<file path="src/inc/pullup_pkg.sv">
// package: register map, masks and bus carriers for the pull-up block
`default_nettype none
package pullup_pkg;
  localparam int ADDR_W = 12;
  localparam int NUM_REGS = 5;
  // printed offsets are not all multiples of four: they are indexes
  localparam logic [7:0] IDX_PORT0 = 8'he0;
  localparam logic [7:0] IDX_PORT1 = 8'he1;
  localparam logic [7:0] IDX_PORT2 = 8'he2;
  localparam logic [7:0] IDX_PORT4 = 8'he4;
  localparam logic [7:0] IDX_PORT5 = 8'he5;
  // implemented (writable) bits per register
  localparam logic [7:0] MASK_PORT0 = 8'h07;
  localparam logic [7:0] MASK_PORT1 = 8'h01;
  localparam logic [7:0] MASK_PORT2 = 8'hff;
  localparam logic [7:0] MASK_PORT4 = 8'hff;
  localparam logic [7:0] MASK_PORT5 = 8'h18;
  localparam logic [7:0] ENABLE_RESET = 8'h00;
  localparam int PIN_THREE_BIT = 3;
  localparam logic [7:0] PORT0_FIXED_ONES = 8'h08;
  localparam logic [31:0] READ_VALUE = 32'h0000_0000;

  typedef struct packed {
    logic psel;
    logic penable;
    logic pwrite;
    logic [ADDR_W-1:0] paddr;
    logic [31:0] pwdata;
  } apb_req_t;

  typedef struct packed {
    logic [7:0] port0;
    logic [7:0] port1;
    logic [7:0] port2;
    logic [7:0] port4;
    logic [7:0] port5;
  } pullup_bank_t;

  function automatic logic [ADDR_W-1:0] byte_addr(input logic [7:0] idx);
    byte_addr = ADDR_W'({idx, 2'b00});
  endfunction
endpackage
`default_nettype wire

</file>
<file path="src/hdl/enable_reg.sv">
// one write-only pull-up enable register with per-bit implementation mask
`timescale 1ns/1ps
`default_nettype none
module enable_reg
  import pullup_pkg::*;
#(
  parameter logic [7:0] MASK = 8'hff,
  parameter logic [7:0] FIXED = 8'h00
) (
  input wire logic pclk,
  input wire logic presetn,
  input wire logic wr_en,
  input wire logic [7:0] wdata,
  output logic [7:0] q
);
  logic [7:0] bits_r;

  always_ff @(posedge pclk or negedge presetn) begin
    if (!presetn) begin
      bits_r <= ENABLE_RESET;
    end else if (wr_en) begin
      bits_r <= wdata & MASK;
    end
  end

  // fixed bits are constants, so writes never reach them
  assign q = bits_r | FIXED;
endmodule
`default_nettype wire

</file>
<file path="src/hdl/port_pullup_control.sv">
// apb slave holding the write-only pull-up enables of ports 0,1,2,4,5
//
// The implementer's own choice: the APB slave port.
`timescale 1ns/1ps
`default_nettype none
module port_pullup_control
  import pullup_pkg::*;
(
  input wire logic pclk,
  input wire logic presetn,
  input wire logic psel,
  input wire logic penable,
  input wire logic pwrite,
  input wire logic [ADDR_W-1:0] paddr,
  input wire logic [31:0] pwdata,
  input wire logic [3:0] pstrb,
  output logic [31:0] prdata,
  output logic pready,
  output logic pslverr,
  output logic [7:0] port0_pullup_on,
  output logic [7:0] port1_pullup_on,
  output logic [7:0] port2_pullup_on,
  output logic [7:0] port4_pullup_on,
  output logic [7:0] port5_pullup_on
);
  // phase of the slave: one answer cycle follows every setup cycle
  typedef enum logic {
    PH_IDLE = 1'b0,
    PH_ANSWER = 1'b1
  } phase_t;

  apb_req_t req;
  pullup_bank_t bank;
  phase_t phase_r;
  phase_t phase_nxt;
  logic setup;
  logic access;
  logic hit;
  logic wr_lane;
  logic commit;
  logic [NUM_REGS-1:0] wsel;
  logic pready_r;
  logic pslverr_r;
  logic [31:0] prdata_r;
  logic [7:0] pad0_r;
  logic [7:0] pad1_r;
  logic [7:0] pad2_r;
  logic [7:0] pad4_r;
  logic [7:0] pad5_r;

  // one-hot register select from a byte address; zero when unmapped
  function automatic logic [NUM_REGS-1:0] reg_select(
    input logic [ADDR_W-1:0] addr
  );
    logic [NUM_REGS-1:0] sel;
    sel = '0;
    unique case (addr)
      byte_addr(IDX_PORT0): sel[0] = 1'b1;
      byte_addr(IDX_PORT1): sel[1] = 1'b1;
      byte_addr(IDX_PORT2): sel[2] = 1'b1;
      byte_addr(IDX_PORT4): sel[3] = 1'b1;
      byte_addr(IDX_PORT5): sel[4] = 1'b1;
      default: sel = '0;
    endcase
    return sel;
  endfunction

  // only bits with a pin and a resistor behind them reach a pad
  function automatic logic [7:0] pin_drive(
    input logic [7:0] enables,
    input logic [7:0] pinned
  );
    return enables & pinned;
  endfunction

  assign req = '{psel: psel, penable: penable, pwrite: pwrite,
                 paddr: paddr, pwdata: pwdata};
  assign setup = req.psel && !req.penable;
  assign access = req.psel && req.penable;
  assign wr_lane = pstrb[0];
  assign wsel = reg_select(req.paddr);
  assign hit = |wsel;

  always_comb begin
    phase_nxt = phase_r;
    unique case (phase_r)
      PH_IDLE: begin
        if (setup) begin
          phase_nxt = PH_ANSWER;
        end
      end
      PH_ANSWER: begin
        // access lasts one cycle; a new setup may follow at once
        phase_nxt = setup ? PH_ANSWER : PH_IDLE;
      end
    endcase
  end

  always_ff @(posedge pclk or negedge presetn) begin
    if (!presetn) begin
      phase_r <= PH_IDLE;
    end else begin
      phase_r <= phase_nxt;
    end
  end

  // no wait state: answer in the cycle after setup, writes land then
  always_ff @(posedge pclk or negedge presetn) begin
    if (!presetn) begin
      pready_r <= 1'b0;
      pslverr_r <= 1'b0;
    end else begin
      pready_r <= (phase_nxt == PH_ANSWER);
      pslverr_r <= (phase_nxt == PH_ANSWER) && !hit;
    end
  end

  // a write without lane 0 carries no enable byte, so it is dropped
  assign commit = access && (phase_r == PH_ANSWER) && req.pwrite
                  && wr_lane;

  enable_reg #(
    .MASK(MASK_PORT0),
    .FIXED(PORT0_FIXED_ONES)
  ) u_p0 (
    .pclk(pclk),
    .presetn(presetn),
    .wr_en(commit && wsel[0]),
    .wdata(req.pwdata[7:0]),
    .q(bank.port0)
  );

  enable_reg #(
    .MASK(MASK_PORT1),
    .FIXED(ENABLE_RESET)
  ) u_p1 (
    .pclk(pclk),
    .presetn(presetn),
    .wr_en(commit && wsel[1]),
    .wdata(req.pwdata[7:0]),
    .q(bank.port1)
  );

  enable_reg #(
    .MASK(MASK_PORT2),
    .FIXED(ENABLE_RESET)
  ) u_p2 (
    .pclk(pclk),
    .presetn(presetn),
    .wr_en(commit && wsel[2]),
    .wdata(req.pwdata[7:0]),
    .q(bank.port2)
  );

  enable_reg #(
    .MASK(MASK_PORT4),
    .FIXED(ENABLE_RESET)
  ) u_p4 (
    .pclk(pclk),
    .presetn(presetn),
    .wr_en(commit && wsel[3]),
    .wdata(req.pwdata[7:0]),
    .q(bank.port4)
  );

  enable_reg #(
    .MASK(MASK_PORT5),
    .FIXED(ENABLE_RESET)
  ) u_p5 (
    .pclk(pclk),
    .presetn(presetn),
    .wr_en(commit && wsel[4]),
    .wdata(req.pwdata[7:0]),
    .q(bank.port5)
  );

  // pin three of port 0 is input-only: its fixed one never reaches a pad
  always_ff @(posedge pclk or negedge presetn) begin
    if (!presetn) begin
      pad0_r <= ENABLE_RESET;
    end else begin
      pad0_r <= pin_drive(bank.port0, MASK_PORT0);
    end
  end

  always_ff @(posedge pclk or negedge presetn) begin
    if (!presetn) begin
      pad1_r <= ENABLE_RESET;
    end else begin
      pad1_r <= pin_drive(bank.port1, MASK_PORT1);
    end
  end

  always_ff @(posedge pclk or negedge presetn) begin
    if (!presetn) begin
      pad2_r <= ENABLE_RESET;
    end else begin
      pad2_r <= pin_drive(bank.port2, MASK_PORT2);
    end
  end

  always_ff @(posedge pclk or negedge presetn) begin
    if (!presetn) begin
      pad4_r <= ENABLE_RESET;
    end else begin
      pad4_r <= pin_drive(bank.port4, MASK_PORT4);
    end
  end

  always_ff @(posedge pclk or negedge presetn) begin
    if (!presetn) begin
      pad5_r <= ENABLE_RESET;
    end else begin
      pad5_r <= pin_drive(bank.port5, MASK_PORT5);
    end
  end

  // write-only: nothing stored is ever routed to the read bus
  always_ff @(posedge pclk or negedge presetn) begin
    if (!presetn) begin
      prdata_r <= READ_VALUE;
    end else begin
      prdata_r <= READ_VALUE;
    end
  end

  assign port0_pullup_on = pad0_r;
  assign port1_pullup_on = pad1_r;
  assign port2_pullup_on = pad2_r;
  assign port4_pullup_on = pad4_r;
  assign port5_pullup_on = pad5_r;
  assign pready = pready_r;
  assign pslverr = pslverr_r;
  assign prdata = prdata_r;
endmodule
`default_nettype wire

</file>
<file path="config.mk">
export PLATFORM = sky130hd
export DESIGN_NAME = port_pullup_control
export DESIGN_NICKNAME = d
export VERILOG_FILES = /design/src/inc/pullup_pkg.sv /design/src/hdl/enable_reg.sv /design/src/hdl/port_pullup_control.sv
export SDC_FILE = /design/constraint.sdc
export NUM_CORES = 1
export LEC_CHECK = 0
export BUFFER_PORTS_ARGS = -buffer_cell sky130_fd_sc_hd__buf_2
export CORE_MARGIN = 4
export CORE_UTILIZATION = 42
export DETAILED_ROUTE_END_ITERATION = 7
export PLACE_DENSITY = 0.83
export SLEW_MARGIN = 20
export SYNTH_ARGS = -nofsm -noshare
export SYNTH_HDL_FRONTEND = slang
export SYNTH_SLANG_ARGS = --single-unit
</file>
<file path="constraint.sdc">
create_clock -name pclk -period 1.8 [get_ports pclk]
set_input_delay 0.09 -clock pclk [delete_from_list [all_inputs] [get_ports pclk]]
set_output_delay 0.09 -clock pclk [all_outputs]
set_load 0.03 [all_outputs]
</file>
Yosys cells after proc, flatten, opt, wreduce, memory -nomap -nowiden:

Index checks and enable logic that the tools add are counted.

* bits of input ports: 53
* flip-flop bits (word level): 46
* output and inout bits: 74
* word-level logic and storage cells: 37

* multiplexer cells: 6
* reductions and logical operators: 14
* equality and inequality tests: 5

Operators with widths (count)
* == test 12 x 10 -> 1 bit (second input constant): 5
* logical AND 1 bit: 11
* two-way mux 1 bit: 6
* OR reduction 5 bit: 1
* logical NOT 1 bit: 2

Logic depth before layout (Yosys ltp):

Gate-level depths: netlist of the first run.

* word-level depth: 5
* gate-level depth with buffers: 5
* mapped depth without buffers: 4

By module:

From an unflattened synthesis of the first run, not the netlist that was laid out.

* cells, all modules: 160
* area, all modules: 2168.3 um^2

By module, submodules not included
* port_pullup_control: cells each 92, area each 1133.6 um^2, instances 1, seq. area each 600.6 um^2
* enable_reg at u_p2 ...: cells each 17, area each 331.6 um^2, instances 2, seq. area each 200.2 um^2
* enable_reg at u_p0: cells each 13, area each 153.9 um^2, instances 1, seq. area each 75.1 um^2
* enable_reg at u_p5: cells each 11, area each 121.4 um^2, instances 1, seq. area each 50.0 um^2
* enable_reg at u_p1: cells each 10, area each 96.3 um^2, instances 1, seq. area each 25.0 um^2

Least setup slack after synthesis of the first run:

No wires, ideal clock.

* kind: register to register
* start point: register, netlist name pready
* end point: register u_p2.bits_r[0] (netlist: u_p2.q[0])
* library setup time: 125 ps
* stages on the path, launching flop included: 6
* clock period less this slack: 1593 ps
* arrival time: 1468 ps
* path slack: 207 ps
* cells stage by stage: dfrtp_1 > and4_1 > and4b_1 > buf_6 > nand3_4 > mux2_4

RTL lines
* end signal: assignment: line enable_reg.sv:22 `bits_r <= wdata & MASK;`
* end: declaration: line enable_reg.sv:16 `logic [7:0] bits_r;`

Worst setup path after layout of the first run:

* start point: input penable
* end point: register u_p4.bits_r[0] (netlist: u_p4.q[0])

* word-level cells in the longest chain between the ends: 5

RTL lines
* start: declaration: line port_pullup_control.sv:12 `input wire logic penable,`
* logical AND 1 bit: line port_pullup_control.sv:79 `assign access = req.psel && req.penable;`
* logical AND 1 bit (2 in a row): line port_pullup_control.sv:119 `assign commit = access && (phase_r == PH_ANSWER) && req.pwrite`
* logical AND 1 bit: line port_pullup_control.sv:120 `&& wr_lane;`
* logical AND 1 bit: line port_pullup_control.sv:161 `.wr_en(commit && wsel[3]),`
* end signal: assignment: line enable_reg.sv:22
* end: declaration: line enable_reg.sv:16

Every way passes these cells.
A chain may end at the register's enable or synchronous reset.

==> results of run 1 <==
-- state kept, by name, summed over array words and instances, names as in the netlist --
register / count
port2_pullup_on: 8
port4_pullup_on: 8
u_p2.q: 8
u_p4.q: 8
port0_pullup_on: 3
u_p0.bits_r: 3
port5_pullup_on: 2
u_p5.q: 2
port1_pullup_on: 1
pready: 1
pslverr: 1
u_p1.q: 1
-- stage by stage --
stage / setup slack, ns / power (W)
floorplan: 0.207 / 0.00129
global placement: 0.248 / 0.00127
detailed placement: 0.243 / 0.00127
CTS: 0.192 / 0.00201
global route: 0.147 / 0.00207
finish: 0.203 / 0.00199
-- synthesized netlist by cell type (2+ instances only) --
| cell type | count | area (um2) |
|---|---|---|
| sky130_fd_sc_hd__buf_4 | 50 | 375 |
| sky130_fd_sc_hd__dfrtp_1 | 46 | 1150 |
| sky130_fd_sc_hd__mux2_2 | 17 | 191 |
| sky130_fd_sc_hd__mux2_4 | 5 | 75.1 |
| sky130_fd_sc_hd__nand2_1 | 2 | 7.51 |
| sky130_fd_sc_hd__nand3_1 | 2 | 10.0 |
| sky130_fd_sc_hd__nand3_4 | 2 | 35.0 |
| sky130_fd_sc_hd__nor2_1 | 4 | 15.0 |
| sky130_fd_sc_hd__nor2b_1 | 2 | 12.5 |
-- report_power, final --
group	leakage [nW]	total (W)	switching (W)	internal [W]
clock network	0.0514	0.000736	0.000322	0.000414
registers	0.641	0.00104	0.00000112	0.00103
logic	0.596	0.000221	0.000188	0.0000326
-- layer usage --
layer	vias up	track usage [%]	wire length (um)
met5	-	0	0
met4	0	4.89	47
met3	4	4.37	307
met2	59	17.9	1540
met1	499	11.3	1160
li1	482	-	-
-- how the worst max path moves through the flow --
stage | from | to | slack (ns) | cells past startpoint
3_3_place_gp | paddr[11] | u_p4.q[4]$_DFFE_PN0P_ | 0.25 | 5
2_1_floorplan | pready$_DFF_PN0_ | u_p2.q[0]$_DFFE_PN0P_ | 0.21 | 5
5_1_grt | penable | u_p2.q[4]$_DFFE_PN0P_ | 0.15 | 6
6_report | penable | u_p4.q[0]$_DFFE_PN0P_ | 0.20 | 6
3_5_place_dp | paddr[11] | u_p4.q[4]$_DFFE_PN0P_ | 0.24 | 5
4_1_cts | penable | u_p2.q[4]$_DFFE_PN0P_ | 0.19 | 6
-- logic make-up after synthesis --
group,after synthesis,synth area share [%]
flops,46,58.4
buf+inv,51,19.6
other cells,1,0.190
compound gates,1,0.381
simple gates,20,7.93
mux,22,13.5
-- cells in the final DEF, fill, tap and decap left out --
cell type	count
sky130_fd_sc_hd__nand4_1	1
sky130_fd_sc_hd__nor2b_1	2
sky130_fd_sc_hd__nor2_1	4
sky130_fd_sc_hd__nand2_1	2
sky130_fd_sc_hd__clkbuf_8	5
sky130_fd_sc_hd__buf_4	1
sky130_fd_sc_hd__o21a_1	1
sky130_fd_sc_hd__dfrtp_1	46
sky130_fd_sc_hd__buf_2	49
sky130_fd_sc_hd__nand4b_1	1
sky130_fd_sc_hd__and4_1	1
sky130_fd_sc_hd__bufinv_16	1
sky130_fd_sc_hd__nor4bb_1	1
sky130_fd_sc_hd__clkbuf_1	1
sky130_fd_sc_hd__conb_1	50
sky130_fd_sc_hd__nand3_4	2
sky130_fd_sc_hd__clkinvlp_4	1
sky130_fd_sc_hd__mux2_4	5
sky130_fd_sc_hd__and4bb_2	1
sky130_fd_sc_hd__nand3_1	2
sky130_fd_sc_hd__nor4_2	1
sky130_fd_sc_hd__dlygate4sd3_1	2
sky130_fd_sc_hd__and4b_1	1
sky130_fd_sc_hd__mux2_2	17
sky130_fd_sc_hd__nor3b_1	1
-- cell type report --
type / instances / area, um2
clock buffers: 6 / 72.6
clock inverters: 2 / 37.5
flip-flops and latches: 46 / 1150
fillers: 391 / 2230
multi-input cells: 93 / 618
repair buffers: 52 / 273
well taps: 52 / 65.1
==> impl_metrics.ini, run 1 <==
[synth]
ys.flop_type = sky130_fd_sc_hd__dfrtp_1
syn-cell-area_um2 = 1970
synth-warning-count = 0
netlist_instances = 141
fraction_of_registers_with_async_set_reset_pct = 100
synth_seq_area_share_pct = 58.4
synth_edf_count = 0
avg_cell_area_syn_um2 = 14.0
synth.distinct_cells = 20
synth-seq-cells = 46

[pwr]
power.leakage_nw = 1.29
power_density_nw_per_um2 = 898
ir_drop_mv = 0.396

[drt]
post-route-drc-count = 0
post_drt_wl_per_cell_um = 12.2
vias = 1044
drtAntennaViolNets = 0
dr.pass1.iters = 4
routed_wl_um = 3060
drt_iter0_drc = 30
routed_via_density = 4.16

[setup_path]
r2r_slack_ns = 0.25
critPathSlowestCell = sky130_fd_sc_hd__dlygate4sd3_1
timing.critical_path.cells = dlygate4sd3_1, buf_2, and4_1, and4b_1, nand3_4, mux2_4
cp_startpoint_kind = primary input
critPathMaxStageDelay_ns = 0.52
critical_path_required_time_ns = 1.98
crit_type = in2reg
ff2ff_path_depth = 4
crit_path_end_kind = flip-flop
crit_path_max_fanout = 8
rr_endpoint = u_p4.q[0]$_DFFE_PN0P_
critical_path.reg2reg.startpoint = pready$_DFF_PN0_
cp_delay_by_family_top = simple AND/OR/NAND/NOR gates
critical_path_arrival_ns = 1.78
worst-path-buf-inv = 2

[worst_hold_path]
hold_path_class = in2reg
hold_path_end = u_p4.q[6]$_DFFE_PN0P_
worst_hold_startpoint = pwdata[6]
hold-path-cell-count = 2

[cts]
buffer_type_at_the_clock_tree_root = sky130_fd_sc_hd__clkbuf_8
tritoncts = yes
post_cts_hold_buffer_count = 2
post_cts_resized = 0
cts_max_level = 2
clk-insertion-delay-late_ns = 0.29
clkSlewWorstSetupHoldPaths_ns = 0.08
clk_path_buf_depth = 2
numCtsBuffers = 5
clock_sinks = 46
cts_post_setup_buffers_inserted = 0

[global_route]
grt_pass1_vias = 998
pin_count_of_the_biggest_net_entering_global_routing = 47
antenna_found_initial = 0
grt_remaining_overflow = 0
grt_util_all_layers_pct = 10.5
wire_length_of_the_first_global_routing_pass_um = 4840

[job]
maxCapViolations = 0

[place]
dpl_cell_area_um2 = 2090
detailed_place_hpwl_um = 2330
numPlacedInstances = 241
gpl.final_weighted_congestion = 0.702
placement.io_buffers = 49

[timing]
final_hold_viol_count = 0
worst_clock_skew_ns = 0.00304
final_min_period_over_clock_period_pct = 88.7
final_max_slew_viols = 0
report.final.setup_viol = 0
slew_headroom_pct = 64.1
rsz0062_at_grt = no
fmax_ghz = 0.626
tightest_slew_ns = 0.539
final.hold.worst_slack_ns = 0.0474
setup-tns-final_ns = 0
final_period_minus_worst_setup_slack_ns = 1.60

[floorplanning]
die_height_um = 76.5
pin_count = 127
core_region_area_um2 = 4440
floorplan.initialDensity_pct = 44.4
design.die.area_um2 = 5860
core.rowCount = 24
dieWidth_um = 76.5

[final_layout]
util_after_layout_pct = 49.9
drive_above_1_share_pct = 41.7
final_cell_area_um2 = 2220
layout.nets = 251
diodes = 0
post_layout_nonfiller_instances = 251
synthToLayoutAreaGrowth_pct = 12.4

[status]
result_of_the_run = complete, no violations
Power figures use the tool's default switching activity.
==> inputs of run 2 (changes only) <==
--- a/config.mk
+++ b/config.mk
@@ -9,6 +9,7 @@
 export CORE_MARGIN = 4
 export CORE_UTILIZATION = 42
 export DETAILED_ROUTE_END_ITERATION = 7
+export GPL_TIMING_DRIVEN = 0
 export PLACE_DENSITY = 0.83
 export SLEW_MARGIN = 20
 export SYNTH_ARGS = -nofsm -noshare
==> impl_metrics.ini, run 2 (synthesized netlist as in run 1, its figures left out) <==
[final_layout]
diodes = 0
drive_above_1_share_pct = 53.6
layout.nets = 301
multi_input_combinational_cell_area_um2 = 618
number_of_filler_cells_placed_in_the_layout = 374
synthToLayoutAreaGrowth_pct = 31.8
most-common-layout-cells = sky130_fd_sc_hd__buf_4 (50), sky130_fd_sc_hd__conb_1 (50), sky130_fd_sc_hd__buf_2 (49)
post_layout_nonfiller_instances = 300
ff_latch_area_um2 = 1150

[setup_path]
critPathMaxStageDelay_ns = 0.53
critPathSlowestCell = sky130_fd_sc_hd__dlygate4sd3_1
critical_path_arrival_ns = 1.73
worst_setup_path_startpoint = penable
r2r_slack_ns = 0.29
crit_type = in2reg
crit_path_max_fanout = 8
cp_startpoint_kind = primary input
critical_path.reg2reg.startpoint = pready$_DFF_PN0_
crit_path_end_kind = flip-flop
ff2ff_path_depth = 5
rr_endpoint = u_p2.q[5]$_DFFE_PN0P_
timing.critical_path.cells = dlygate4sd3_1, buf_2, and4_1, and4b_1, buf_6, nand3_4, mux2_2
critical_path_required_time_ns = 1.97

[floorplanning]
pin_count = 127
floorplan.initialDensity_pct = 44.4
core.rowCount = 24
core_region_area_um2 = 4440
design.die.area_um2 = 5860
die_height_um = 76.5
dieWidth_um = 76.5

[timing]
report.final.setup_viol = 0
rsz0062_at_grt = no
final_hold_viol_count = 0
final_period_minus_worst_setup_slack_ns = 1.56
fmax_ghz = 0.642
slew_headroom_pct = 37.3
final_max_slew_viols = 0
layout_setup_ws_ns = 0.242
final_min_period_over_clock_period_pct = 86.6
setup-tns-final_ns = 0
worst_clock_skew_ns = 0.00415
tightest_slew_ns = 0.940

[pwr]
power_density_nw_per_um2 = 803
ir_drop_mv = 0.365
power.leakage_nw = 1.57

[worst_hold_path]
hold_path_end = u_p2.q[7]$_DFFE_PN0P_
hold-path-cell-count = 2
worst_hold_startpoint = pwdata[7]
hold_path_class = in2reg

[global_route]
grt_remaining_overflow = 0
grt_util_all_layers_pct = 12.1
antenna_found_initial = 0
wire_length_of_the_first_global_routing_pass_um = 5700
grt_pass1_vias = 1254
pin_count_of_the_biggest_net_entering_global_routing = 47

[cts]
clk-insertion-delay-late_ns = 0.28
clkSlewWorstSetupHoldPaths_ns = 0.07
cts_max_level = 2
numCtsBuffers = 5
tritoncts = yes
cts_post_setup_buffers_inserted = 0
post_cts_hold_buffer_count = 2
buffer_type_at_the_clock_tree_root = sky130_fd_sc_hd__clkbuf_8
clk_path_buf_depth = 2
clock_sinks = 46
post_cts_resized = 0

[drt]
post-route-drc-count = 0
post_drt_wl_per_cell_um = 11.2
routed_via_density = 3.97
drtAntennaViolNets = 0
routed_wl_um = 3370
dr.pass1.iters = 4
drt_iter0_drc = 31
vias = 1191

[place]
placement.io_buffers = 49
gpl.final_weighted_congestion = 0.717
detailed_place_hpwl_um = 2710
placement.setup.worst_slack_ns = 0.283
numPlacedInstances = 291

[status]
result_of_the_run = complete, no violations

[job]
maxCapViolations = 0
==> run 2: cell count changes in the layout (fill, tap and decap cells not counted) <==
cell                         previous run  this run
sky130_fd_sc_hd__clkbuf_1               1         0
sky130_fd_sc_hd__buf_4                  1        50
sky130_fd_sc_hd__clkinvlp_4             1         0
sky130_fd_sc_hd__clkbuf_8               5         6
sky130_fd_sc_hd__buf_6                  0         1
==> run 2: cell type report <==
class	instances	area share [%]
plain buffers	51	14.9
clock inverters	1	1.16
flip-flops and latches	46	44.3
clock buffers	6	3.18
multi-input cells	93	23.8
repair buffers	51	10.2
well taps	52	2.50
==> run 2: how the worst max path moves through the flow <==
stage / endpoint / depth (start not counted)
after floorplan: u_p2.q[0]$_DFFE_PN0P_ / 5
after global placement: u_p4.q[6]$_DFFE_PN0P_ / 5
after detailed placement: u_p2.q[6]$_DFFE_PN0P_ / 5
after CTS: u_p2.q[6]$_DFFE_PN0P_ / 7
after global routing: u_p2.q[6]$_DFFE_PN0P_ / 7
final: u_p2.q[5]$_DFFE_PN0P_ / 7
==> run 2: metrics by stage <==
step | instance area (um2) | util [%] | total power, W | hold slack [ns]
3_3_place_gp | 2470 | 55.5 | 0.00135 | 0.286
2_1_floorplan | 2160 | - | 0.00129 | -0.206
6_report | 2600 | 58.5 | 0.00209 | 0.0531
5_1_grt | 2600 | 58.5 | 0.00217 | 0.0538
4_1_cts | 2600 | 58.5 | 0.00210 | 0.0468
3_5_place_dp | 2470 | 55.5 | 0.00136 | 0.289
==> run 2: worst max-delay path, delay by kind of cell <==
kind	cells	cell delay [ns]
simple gates	3	0.48
mux	1	0.36
buf+inv	3	0.79
==> run 2: layer usage <==
layer  GRT usage, %  vias up  routed length, um
li1               -      578                  -
met1           12.8      550               1320
met2           21.3       59               1730
met3           4.85        4                277
met4           4.89        0                 41
met5              0        -                  0
==> run 2: power by group <==
group          internal (W)  total [W]  switching, W
logic              0.000104   0.000307      0.000202
clock network      0.000444   0.000744      0.000301
registers           0.00103    0.00104    0.00000108
total               0.00158    0.00209      0.000504
